## src/logic/ecsm_pkg.sv

```systemverilog
// Constants and types shared by the encoder control state machine
package ecsm_pkg;
   // ----------------------------------------------------------------
   // Control and status word bit positions
   // ----------------------------------------------------------------
   localparam int CTL_PRESET_MODE = 11; // Relative (1) or absolute (0) preset
   localparam int CTL_PRESET_REQ = 12; // Request home position set or shift
   localparam int CTL_ABS_REQ = 13; // Request absolute value cyclically
   localparam int CTL_PARK = 14; // Activate parking
   localparam int CTL_ERR_ACK = 15; // Acknowledge sensor error
   localparam int CTL2_PLC = 10; // Control by PLC
   localparam int STS_ACK_SEEN = 11; // Error acknowledgement detected
   localparam int STS_PRESET_DONE = 12; // Preset executed
   localparam int STS_ABS_TX = 13; // Absolute value sent cyclically
   localparam int STS_PARK = 14; // Parking active
   localparam int STS_ERROR = 15; // Sensor error
   localparam int STS2_CTL_REQ = 9; // Control requested
   // ----------------------------------------------------------------
   // Telegram types and acyclic parameter numbers
   // ----------------------------------------------------------------
   localparam logic [7:0] TEL_81 = 8'h51;
   localparam logic [7:0] TEL_83 = 8'h53;
   localparam logic [7:0] TEL_84 = 8'h54;
   localparam logic [15:0] PAR_PRESET32 = 16'hfde8; // 65000
   localparam logic [15:0] PAR_STATUS32 = 16'hfde9; // 65001
   localparam logic [15:0] PAR_PRESET64 = 16'hfdea; // 65002
   localparam logic [15:0] PAR_STATUS64 = 16'hfdeb; // 65003
   localparam logic [15:0] PAR_NV_SAVE = 16'h03cb; // 971
   // ----------------------------------------------------------------
   // Error codes and reset values
   // ----------------------------------------------------------------
   localparam logic [15:0] ERR_NO_CLASS4 = 16'h0001; // Preset without class 4
   localparam logic [15:0] RST_WORD = 16'h0000;
   localparam logic [63:0] RST_VALUE = 64'h0;
   // ----------------------------------------------------------------
   // Start-up timing
   // ----------------------------------------------------------------
   localparam int STARTUP_TIME_MS = 500; // Initialisation after parking
   localparam int CLK_KHZ = 125_000; // System clock rate
   localparam int STARTUP_CYCLES = STARTUP_TIME_MS * CLK_KHZ;
   // ----------------------------------------------------------------
   // States, Gray coded along the usual path
   // ----------------------------------------------------------------
   typedef enum logic [2:0] {
      ST_NORMAL = 3'h0,
      ST_PRESET = 3'h1,
      ST_ERROR = 3'h3,
      ST_ACK = 3'h2,
      ST_PARK = 3'h6,
      ST_STARTUP = 3'h7
   } ecsm_state_type;
endpackage : ecsm_pkg

```

## src/logic/ecsm_top.sv

```systemverilog
// Control and status state machine of a networked absolute encoder
// Summary of operation
// - Profile 4 uses control word only with PLC bit
// - Profile 3 always accepts control, status2 bit9 zero
// - Telegrams 81-83 mirror control bit13 to status
// - Telegram 84 keeps status bit13 cleared
// - Control bit14 parks, zeroes positions, sets status14
// - Parking clears errors and suppresses alarms
// - Control bit12 runs preset, then status12 set
// - Preset without class 4 reports error
// - Telegrams 81-83 use parameters 65000/65001 only
// - Telegram 84 uses parameters 65002/65003 only
// - Signed presets; negative absolute preset ignored
// - Errors enter error state, status15, code shown
// - Acknowledge sets status bits 11 and 15
// - Unparking runs start-up, status14 clears after 500ms
// - Parameter 971 set stores preset non-volatile
`timescale 1ns/1ps
module ecsm_top #(
   parameter int STARTUP_CYCLES = ecsm_pkg::STARTUP_CYCLES, // Start-up wait
   parameter int CNT_W = $clog2(STARTUP_CYCLES + 1) // Start-up counter width
) (
   // Clock and reset
   input wire logic sys_clk_i,
   input wire logic rst_i,
   // Configuration
   input wire logic profile_v4_i, // Profile 4 (1) or 3 (0)
   input wire logic [7:0] telegram_i, // Telegram type in use
   input wire logic class4_en_i, // Class 4 functions enabled
   // Cyclic control words from the controller
   input wire logic [15:0] primary_control_word_i,
   input wire logic [15:0] secondary_control_word_i,
   // Sensor side
   input wire logic [63:0] raw_position_i, // Measured position
   input wire logic sensor_error_i, // Error event
   input wire logic [15:0] sensor_error_code_i, // Code of that error
   // Acyclic parameter access
   input wire logic param_req_i, // One-cycle request
   input wire logic param_write_i, // Write (1) or read (0)
   input wire logic [15:0] param_num_i, // Parameter number
   input wire logic [63:0] param_wdata_i, // Write value
   output logic param_ack_o, // One-cycle answer
   output logic param_err_o, // Answer carries an error
   output logic [63:0] param_rdata_o, // Read value
   // Cyclic status and position words
   output logic [15:0] primary_status_word_o,
   output logic [15:0] secondary_status_word_o,
   output logic [31:0] position_word_one_o,
   output logic [31:0] position_word_two_o,
   output logic [63:0] position_word_three_o,
   // Alarm and non-volatile store
   output logic alarm_o, // Error alarm raised
   output logic nv_store_o, // One-cycle store strobe
   output logic [63:0] nv_data_o // Position offset from the preset, to store
);
   // ----------------------------------------------------------------
   // State record
   // ----------------------------------------------------------------
   typedef struct packed {
      ecsm_pkg::ecsm_state_type state; // Main state
      logic [15:0] ctl; // Last accepted control word
      logic [63:0] preset; // Loaded preset value, signed
      logic [63:0] offset; // Position offset from presets
      logic [15:0] err_code; // Latched error code
      logic nv_en; // Non-volatile save enabled
      logic [CNT_W-1:0] cnt; // Start-up counter
      logic done; // Preset executed flag
      logic [15:0] sts1; // Primary status word
      logic [15:0] sts2; // Secondary status word
      logic [31:0] pos1; // Position word one
      logic [31:0] pos2; // Position word two
      logic [63:0] pos3; // Position word three
      logic alarm; // Alarm output
      logic par_ack; // Parameter answer strobe
      logic par_err; // Parameter answer error
      logic [63:0] par_rdata; // Parameter read value
      logic nv_store; // Store strobe
      logic [63:0] nv_data; // Store value
   } ecsm_regs_type;

   ecsm_regs_type state_reg; // Registered state
   ecsm_regs_type state_next; // Next state

   // ----------------------------------------------------------------
   // Helper functions
   // ----------------------------------------------------------------
   // Telegram with 32-bit position words
   function automatic logic is_tel32(input logic [7:0] tel);
      is_tel32 = (tel >= ecsm_pkg::TEL_81) && (tel <= ecsm_pkg::TEL_83);
   endfunction : is_tel32

   // Telegram with 64-bit position words
   function automatic logic is_tel64(input logic [7:0] tel);
      is_tel64 = (tel == ecsm_pkg::TEL_84);
   endfunction : is_tel64

   // ----------------------------------------------------------------
   // Next-state logic
   // ----------------------------------------------------------------
   logic [15:0] ctl_eff; // Control word in force this cycle
   logic [63:0] pos_now; // Position after offset
   logic [CNT_W-1:0] cnt_last; // Final start-up count

   // Control word in force and derived position
   always_comb begin
      cnt_last = CNT_W'(STARTUP_CYCLES - 1);
      // Profile 4 holds the old word unless PLC control is on
      if (profile_v4_i && !secondary_control_word_i[ecsm_pkg::CTL2_PLC]) begin
         ctl_eff = state_reg.ctl;
      end else begin
         ctl_eff = primary_control_word_i;
      end
      pos_now = raw_position_i + state_reg.offset;
   end

   // Main state record update
   always_comb begin
      state_next = state_reg;
      state_next.ctl = ctl_eff;
      state_next.par_ack = 1'b0;
      state_next.par_err = 1'b0;
      state_next.nv_store = 1'b0;

      // Status12 falls when the request falls
      if (!ctl_eff[ecsm_pkg::CTL_PRESET_REQ]) begin
         state_next.done = 1'b0;
      end

      // Acyclic parameter handling
      if (param_req_i) begin
         state_next.par_ack = 1'b1;
         state_next.par_rdata = ecsm_pkg::RST_VALUE;
         if (param_write_i && param_num_i == ecsm_pkg::PAR_PRESET32) begin
            // 32-bit preset only with telegrams 81-83, sign extended
            if (is_tel32(telegram_i)) begin
               state_next.preset = {{32{param_wdata_i[31]}}, param_wdata_i[31:0]};
            end else begin
               state_next.par_err = 1'b1;
            end
         end else if (param_write_i && param_num_i == ecsm_pkg::PAR_PRESET64) begin
            // 64-bit preset only with telegram 84
            if (is_tel64(telegram_i)) begin
               state_next.preset = param_wdata_i;
            end else begin
               state_next.par_err = 1'b1;
            end
         end else if (param_write_i && param_num_i == ecsm_pkg::PAR_NV_SAVE) begin
            // Enable keeping presets over power loss
            state_next.nv_en = (param_wdata_i == 64'h1);
         end else if (!param_write_i && param_num_i == ecsm_pkg::PAR_STATUS32 &&
                      is_tel32(telegram_i)) begin
            // Operating status for telegrams 81-83
            state_next.par_rdata = {32'h0, state_reg.sts2, state_reg.sts1};
         end else if (!param_write_i && param_num_i == ecsm_pkg::PAR_STATUS64 &&
                      is_tel64(telegram_i)) begin
            // Operating status for telegram 84
            state_next.par_rdata = {32'h0, state_reg.sts2, state_reg.sts1};
         end else if (!param_write_i && param_num_i == ecsm_pkg::PAR_NV_SAVE) begin
            // Read back the save setting
            state_next.par_rdata = {63'h0, state_reg.nv_en};
         end else begin
            // Wrong telegram pairing or unknown parameter
            state_next.par_err = 1'b1;
         end
      end

      // State transitions
      if (ctl_eff[ecsm_pkg::CTL_PARK] && state_reg.state != ecsm_pkg::ST_PARK) begin
         // Parking wins from any state, pending errors dropped
         state_next.state = ecsm_pkg::ST_PARK;
         state_next.err_code = ecsm_pkg::RST_WORD;
      end else begin
         unique case (state_reg.state)
            // Normal operation: errors, then preset requests
            ecsm_pkg::ST_NORMAL: begin
               if (sensor_error_i) begin
                  state_next.state = ecsm_pkg::ST_ERROR;
                  state_next.err_code = sensor_error_code_i;
               end else if (ctl_eff[ecsm_pkg::CTL_PRESET_REQ] && !state_reg.done) begin
                  state_next.state = ecsm_pkg::ST_PRESET;
               end
            end
            // Preset: checks, then position update
            ecsm_pkg::ST_PRESET: begin
               if (sensor_error_i) begin
                  state_next.state = ecsm_pkg::ST_ERROR;
                  state_next.err_code = sensor_error_code_i;
               end else if (!class4_en_i) begin
                  state_next.state = ecsm_pkg::ST_ERROR;
                  state_next.err_code = ecsm_pkg::ERR_NO_CLASS4;
               end else begin
                  state_next.state = ecsm_pkg::ST_NORMAL;
                  state_next.done = 1'b1;
                  if (ctl_eff[ecsm_pkg::CTL_PRESET_MODE]) begin
                     // Relative: shift by the signed value
                     state_next.offset = state_reg.offset + state_reg.preset;
                     state_next.nv_store = state_reg.nv_en;
                     state_next.nv_data = state_reg.offset + state_reg.preset;
                  end else if (!state_reg.preset[63]) begin
                     // Absolute: position becomes the value
                     state_next.offset = state_reg.preset - raw_position_i;
                     state_next.nv_store = state_reg.nv_en;
                     state_next.nv_data = state_reg.preset - raw_position_i;
                  end
                  // Negative absolute value leaves offset unchanged
               end
            end
            // Error: wait for acknowledgement
            ecsm_pkg::ST_ERROR: begin
               if (ctl_eff[ecsm_pkg::CTL_ERR_ACK]) begin
                  state_next.state = ecsm_pkg::ST_ACK;
               end
            end
            // Acknowledged: back to normal when the request drops
            ecsm_pkg::ST_ACK: begin
               if (!ctl_eff[ecsm_pkg::CTL_ERR_ACK] && !sensor_error_i) begin
                  state_next.state = ecsm_pkg::ST_NORMAL;
                  state_next.err_code = ecsm_pkg::RST_WORD;
               end
            end
            // Parking: start up once the request is gone
            ecsm_pkg::ST_PARK: begin
               state_next.cnt = '0;
               if (!ctl_eff[ecsm_pkg::CTL_PARK]) begin
                  state_next.state = ecsm_pkg::ST_STARTUP;
               end
            end
            // Start-up: initialisation delay
            ecsm_pkg::ST_STARTUP: begin
               if (state_reg.cnt == cnt_last) begin
                  state_next.state = ecsm_pkg::ST_NORMAL;
               end else begin
                  state_next.cnt = state_reg.cnt + 1'b1;
               end
            end
            // Illegal codes fall back to normal
            default: begin
               state_next.state = ecsm_pkg::ST_NORMAL;
            end
         endcase
      end

      // Status word one from the next state
      state_next.sts1 = ecsm_pkg::RST_WORD;
      state_next.sts1[ecsm_pkg::STS_ACK_SEEN] = (state_next.state == ecsm_pkg::ST_ACK);
      state_next.sts1[ecsm_pkg::STS_PRESET_DONE] = state_next.done;
      state_next.sts1[ecsm_pkg::STS_ABS_TX] = is_tel32(telegram_i) &&
                                              ctl_eff[ecsm_pkg::CTL_ABS_REQ];
      state_next.sts1[ecsm_pkg::STS_PARK] = (state_next.state == ecsm_pkg::ST_PARK) ||
                                            (state_next.state == ecsm_pkg::ST_STARTUP);
      state_next.sts1[ecsm_pkg::STS_ERROR] = (state_next.state == ecsm_pkg::ST_ERROR) ||
                                             (state_next.state == ecsm_pkg::ST_ACK);
      // Status word two: control requested only under profile 4
      state_next.sts2 = ecsm_pkg::RST_WORD;
      state_next.sts2[ecsm_pkg::STS2_CTL_REQ] = profile_v4_i;

      // Alarm only outside parking and start-up
      state_next.alarm = state_next.sts1[ecsm_pkg::STS_ERROR];

      // Position words
      if (state_next.sts1[ecsm_pkg::STS_PARK]) begin
         state_next.pos1 = 32'h0;
         state_next.pos2 = 32'h0;
         state_next.pos3 = 64'h0;
      end else begin
         state_next.pos1 = pos_now[31:0];
         state_next.pos3 = pos_now;
         if (state_next.sts1[ecsm_pkg::STS_ERROR]) begin
            state_next.pos2 = {16'h0, state_next.err_code};
         end else if (is_tel64(telegram_i)) begin
            state_next.pos2 = 32'h0;
         end else begin
            state_next.pos2 = pos_now[31:0];
         end
      end
   end

   // ----------------------------------------------------------------
   // State register
   // ----------------------------------------------------------------
   // Asynchronous reset to constants
   always_ff @(posedge sys_clk_i or posedge rst_i) begin
      if (rst_i) begin
         state_reg <= '0;
         state_reg.state <= ecsm_pkg::ST_NORMAL;
      end else begin
         state_reg <= state_next;
      end
   end

   // ----------------------------------------------------------------
   // Outputs, straight from the state register
   // ----------------------------------------------------------------
   assign param_ack_o = state_reg.par_ack;
   assign param_err_o = state_reg.par_err;
   assign param_rdata_o = state_reg.par_rdata;
   assign primary_status_word_o = state_reg.sts1;
   assign secondary_status_word_o = state_reg.sts2;
   assign position_word_one_o = state_reg.pos1;
   assign position_word_two_o = state_reg.pos2;
   assign position_word_three_o = state_reg.pos3;
   assign alarm_o = state_reg.alarm;
   assign nv_store_o = state_reg.nv_store;
   assign nv_data_o = state_reg.nv_data;
endmodule : ecsm_top

```

## config.mk

```make
export PLATFORM = sky130hd
export DESIGN_NAME = ecsm_top
export DESIGN_NICKNAME = d
export VERILOG_FILES = /design/src/logic/ecsm_pkg.sv /design/src/logic/ecsm_top.sv
export SDC_FILE = /design/constraint.sdc
export NUM_CORES = 1
export LEC_CHECK = 0
export BUFFER_PORTS_ARGS = -buffer_cell sky130_fd_sc_hd__buf_2
export CAP_MARGIN = 10
export CORE_ASPECT_RATIO = 0.8
export CORE_MARGIN = 3
export CORE_UTILIZATION = 55
export DETAILED_ROUTE_END_ITERATION = 8
export PLACE_DENSITY = 0.91
export SYNTH_ARGS = -nofsm -noshare
export SYNTH_HDL_FRONTEND = slang
export SYNTH_SLANG_ARGS = --single-unit
```

## constraint.sdc

```tcl
create_clock -name sys_clk_i -period 18.1 [get_ports sys_clk_i]
set_input_delay 0.905 -clock sys_clk_i [delete_from_list [all_inputs] [get_ports sys_clk_i]]
set_output_delay 0.905 -clock sys_clk_i [all_outputs]
set_load 0.05 [all_outputs]
```

Yosys cells after proc, flatten, opt, wreduce, memory -nomap -nowiden
Index checks and enable logic that the tools add are counted.
{ "op_classes": {"n_addsub": 4, "mul": 0, "div": 0, "order_cmp": 2, "eq_ne": 21, "n_shift": 0, "mux": 53, "bitwise_logic": 4, "n_reduce_logical": 29} }
{ "ops": {"columns": ["op", "count"], "rows": [
  ["two-way mux 64 bit", 8],
  ["two-way mux 65 bit", 7],
  ["adder 64 bit", 2],
  ["two-way mux 128 bit", 1],
  ["two-way mux 16 bit", 6],
  ["two-way mux 26 bit", 3],
  ["two-way mux 66 bit", 1],
  ["== test 16 bit (second input constant)", 4],
  ["== test 64 x 1 -> 1 bit (second input constant)", 1],
  ["two-way mux 32 bit", 2],
  ["subtractor 64 bit", 1],
  ["one-hot mux 26 bit (2 select lines)", 1],
  ["one-hot mux 16 bit (3 select lines)", 1],
  ["adder 26 x 1 -> 26 bit (second input constant)", 1],
  ["== test 26 bit (second input constant)", 1],
  ["two-way mux 3 bit", 7],
  ["one-hot mux 3 bit (6 select lines)", 1],
  ["== test 16 x 10 -> 1 bit (second input constant)", 1],
  ["logical AND 1 bit", 14],
  ["two-way mux 1 bit", 13],
  ["== test 3 x 2 -> 1 bit (second input constant)", 4],
  ["== test 3 bit (second input constant)", 4],
  ["== test 8 x 7 -> 1 bit (second input constant)", 1],
  ["greater-or-equal comparator 8 x 7 -> 1 bit (second input constant)", 1],
  ["other kinds (14)", 27]
]} }
{ "totals": {"register_bits": 457, "latch_bits": 0, "mem_bits_rw": 0, "rom_bits": 0, "out_inout_bits": 292, "mem_count": 0} }

Logic depth before layout (Yosys ltp)
{ "logic_depth": {"ltp_word": 12, "depth_mapped": 14} }

Worst setup path before layout
Ideal clock, no wire load.
{ "synth_timing": {"path_kind": "input-to-reg", "startpoint": "input port raw_position_i[0]", "endpoint": "register state_reg (netlist bit position_word_three_o[60])", "setup_time_ns": 0.142, "arrival_time_ns": 3.533, "required_time_ns": 17.958, "path_slack_ns": 14.425, "cell_stages": 12, "cell_sequence": "ha_1 fa_1 a211o_1 a21o_1 a21o_1 a211oi_2 o41a_2 o31ai_1 a211oi_2 nor3_1 a2111oi_0 a311oi_1"} }
{ "synth_lines": {"columns": ["element", "line", "rtl"], "rows": [
  ["start, declared", "ecsm_top.sv:34", "input wire logic [63:0] raw_position_i,"],
  ["end signal, assigned", "ecsm_top.sv:287", "state_reg <= state_next;"],
  ["end, declared", "ecsm_top.sv:81", "ecsm_regs_type state_reg;"]
]} }

Worst setup path in the final report
{ "layout_timing": {"startpoint": "register state_reg[400] (netlist name)", "endpoint": "register state_reg[390] (netlist name)"} }
{ "layout_via": {"elab_chain_len": 3, "elab_cells_between_ends": 4} }
{ "layout_lines": {"columns": ["element", "line", "rtl"], "rows": [
  ["subtractor 64 bit", "ecsm_top.sv:201", "state_next.offset = state_reg.preset - raw_position_i;"],
  ["two-way mux 64 bit", "ecsm_top.sv:199", "end else if (!state_reg.preset[63]) begin"],
  ["two-way mux 64 bit (*)", "ecsm_top.sv:194", "if (ctl_eff[ecsm_pkg::CTL_PRESET_MODE]) begin"]
]} }
Every way passes the cells marked *; elsewhere a longest branch is shown, timed or not. The select of a mux whose other input is x is not followed.
A chain may end at the register's enable or synchronous reset.

==> out/qor.txt <==
Synth Area in Simple Gates - 17.19%
Crit path max-delay cell type - nor4_1
Vias in the first global route - 23,652
Met2 wire len - 37.43 mm
Yosys warns - 0
Post-CTS resize count - 0
GP Congestion - 1.052
CTS sink cnt - 355
Most frequent cells in the layout - 389 x buf_2, 355 x dfrtp_1, 351 x nor2_1
Final setup vio count - 0
WP data required - 18.53 ns
Fin Clk Skew - 0.03254 ns
Full die area - 53,180 sq um
Post-Route M1 WL - 39.21 mm
Yosys cell types - 87
Largest net degree at the start of global routing - 141
Wirelength per Cell - 22.75 um
DP Wirelength - 74.87 mm
Switching Power - 1870 uW
Worst Path Arrival - 4.84 ns
Top Layer Used - met5
Post-cts hold buffer count - 0
CTS max path bufs - 3
CP max stage delay - 0.61 ns
CTS tree - done
Status - finished, final reports clean
Register bit total from synthesis - 355
Fin crit period - 4.406 ns
Nature of the critical path endpoint - register
Area delta synth->final - 7.254%
Synth Area in Compound Gates - 22.44%
Die H - 206.9 um
# DRC - 0
Largest family of logic cells by synthesized area - compound AO/OA/AOI/OAI gates
Setup TNS Final - 0 ns
Slew Viols, Final - 0
Metal3 WL - 14.14 mm
GRT Total Usage - 34.63%
Clock power share - 22.8%
Adder-Cell Fraction of Synth Area - 8.787%
I/O pin cnt - 499
Share of layout cells above drive strength 1 - 15.99%
Combinational share of power - 47.5%
GRT overflow - 0
Nets - 3,872
First-pass GRT wire length - 141.7 mm
Most common cell after layout, fill and taps aside - buf_2
Fillers - 4,233
Setup Buffers After CTS - 0
CP most frequent cell - o31ai_1
Latest clock arrival within the worst-skew pair - 0.61 ns
Worst slack, placed - 13.38 ns
Post-Syn Area - 27,740 sq um
Detailed-route wire length - 95.17 mm
Int Pwr - 1946 uW
Least-Margin Pin Slew - 1.327 ns
Die W - 257.1 um
Startpoint types - register
Vias/cell - 6.233
1st-iter DRT viols - 3,079
Port bufs - 389
Worst Path Max Fanout - 4
Cts bufs inserted - 39
Antenna Nets Post-Route - 0
Sequential area share after synthesis - 32.03%
Post-synth EDFFs - 0
Leak - 0.01474 uW
Power per cell area - 128.3 nW/um^2
Fin crit share - 24.34%
RSZ-0062 raised after global routing - false
Max-cap violation count - 0
Hold Violations, Final - 0
Sequential fraction of design power - 29.7%
Final Worst Setup Slack - 13.69 ns
Htree depth - 2
DR vias - 26,072
Initial antenna violation count - 21
Crit Path Class - reg -> reg
Crit-path cells - inv_1, ha_1, inv_1, fa_1, a21oi_1, o21ai_0, a221oi_2, o31ai_1, o211a_1, o31ai_1, o31ai_1, xor2_1, nor4_1, a211oi_1
Sw frac - 49.00%
Row count - 72
Post-Syn Instances - 3,370
VDD IR max - 0.1217 mV
Post-synthesis mux area share - 2.233%
Core area - 49,100 sq um
XOR/XNOR share of the synthesized area - 5.621%
Top_reg_cell synth - dfrtp_1
First-pass DRT Iterations - 8
Largest register FFs - 179
Syn_area_per_cell - 8.230 sq um
Maximum clock rate - 227.0 MHz
CTS Root Cell - clkbuf_16
Initial core utilization - 56.49%
Hold Crit Class - in -> reg
Worst-path clk slew - 0.07 ns
Async S/R FF share, synth - 100.0%
Slew headroom - 11.56%
==> final timing paths <==
kind,slack (ns),startpoint,cells past startpoint,to
worst max register to register,13.69,state_reg[400],14,state_reg[390]
max in group asynchronous,16.22,rst_i,3,state_reg[396]
worst max-delay path,13.69,state_reg[400],14,state_reg[390]
worst min register to register,0.48,nv_data_o[34],2,nv_data_o[34]
min in group asynchronous,0.51,rst_i,2,state_reg[341]
worst min-delay path,0.42,profile_v4_i,1,secondary_status_word_o[9]
==> logic make-up (layout without fill, tap and decap cells) <==
family                   count (synthesis)  in the layout
other                                    1             98
multiplexers                            56             56
flip-flops                             355            355
buffers and inverters                  567            617
AO/OA/AOI/OAI                          988            988
AND/OR/NAND/NOR                       1032           1032
XOR/XNOR                               178            178
adder cells (fa/ha/maj)                193            193
==> per-stage QoR <==
step                      instances  power (uW)  util (%)  hold slack, ns  area (sq um)
after floorplan                3452        2642         -          0.4476         28040
final                          4183        3816     60.59          0.4227         29750
after global routing           4183        3979     60.59          0.4125         29750
after CTS                      4168        3785     60.51          0.4059         29710
after global placement         4097        2879     57.66          0.4558         28310
after detailed placement       4097        2906     57.66          0.4607         28310
==> metal layers <==
layer | vias to the layer above | track usage [%]
li1 | 11819 | -
met1 | 12323 | 48.55
met2 | 1662 | 47.94
met3 | 260 | 12.50
met4 | 8 | 15.03
met5 | - | 0
==> worst max-delay path: cells and delay by family, from the launching register on <==
kind / cells / cell delay [ns]
compound gates: 8 / 2.30
simple gates: 1 / 0.61
fa+ha+maj: 2 / 0.57
flops: 1 / 0.43
xor+xnor: 1 / 0.20
buf+inv: 2 / 0.13
==> Yosys cell counts (17+ instances only) <==
cell,count,area share (%)
a211oi_1,60,1.6
a21o_1,84,2.3
a21oi_1,315,5.7
a31oi_1,25,0.56
and3_1,21,0.47
buf_2,20,0.36
buf_4,288,7.8
clkbuf_1,111,1.5
dfrtp_1,355,32
ha_1,190,8.6
inv_1,133,1.8
mux2_2,37,1.5
mux2i_1,18,0.65
nand2_1,297,4.0
nand2b_1,21,0.47
nand3_1,65,1.2
nand4_1,72,1.6
nor2_1,353,4.8
nor2b_1,17,0.38
nor3_1,62,1.1
nor4_1,36,0.81
o211ai_1,40,1.1
o21a_1,76,2.1
o21ai_0,210,3.8
o21bai_1,41,1.1
o31ai_1,17,0.46
or3_1,25,0.56
xnor2_1,97,3.1
xor2_1,81,2.6
==> layout make-up <==
class | instances | area (sq um) | area share, %
multi-input combinational | 2530 | 15950 | 53.60
sequential | 355 | 8884 | 29.86
tap | 666 | 833.3 | 2.801
clock buffer | 50 | 1077 | 3.621
timing repair buffer | 413 | 2140 | 7.192
inverter | 133 | 506.7 | 1.703
antenna | 15 | 37.54 | 0.1262
clock inverter | 21 | 324.1 | 1.089
==> power groups by stage <==
| stage | Sequential (uW) | Combinational [uW] | Clock [uW] |
|---|---|---|---|
| 2_1_floorplan | 1060 | 1580 | 0 |
| 3_3_place_gp | 1130 | 1750 | 0 |
| 3_5_place_dp | 1130 | 1780 | 0 |
| 4_1_cts | 1120 | 1790 | 877 |
| 5_1_grt | 1140 | 1930 | 907 |
| 6_report | 1130 | 1810 | 870 |
Power figures use the tool's default switching activity.
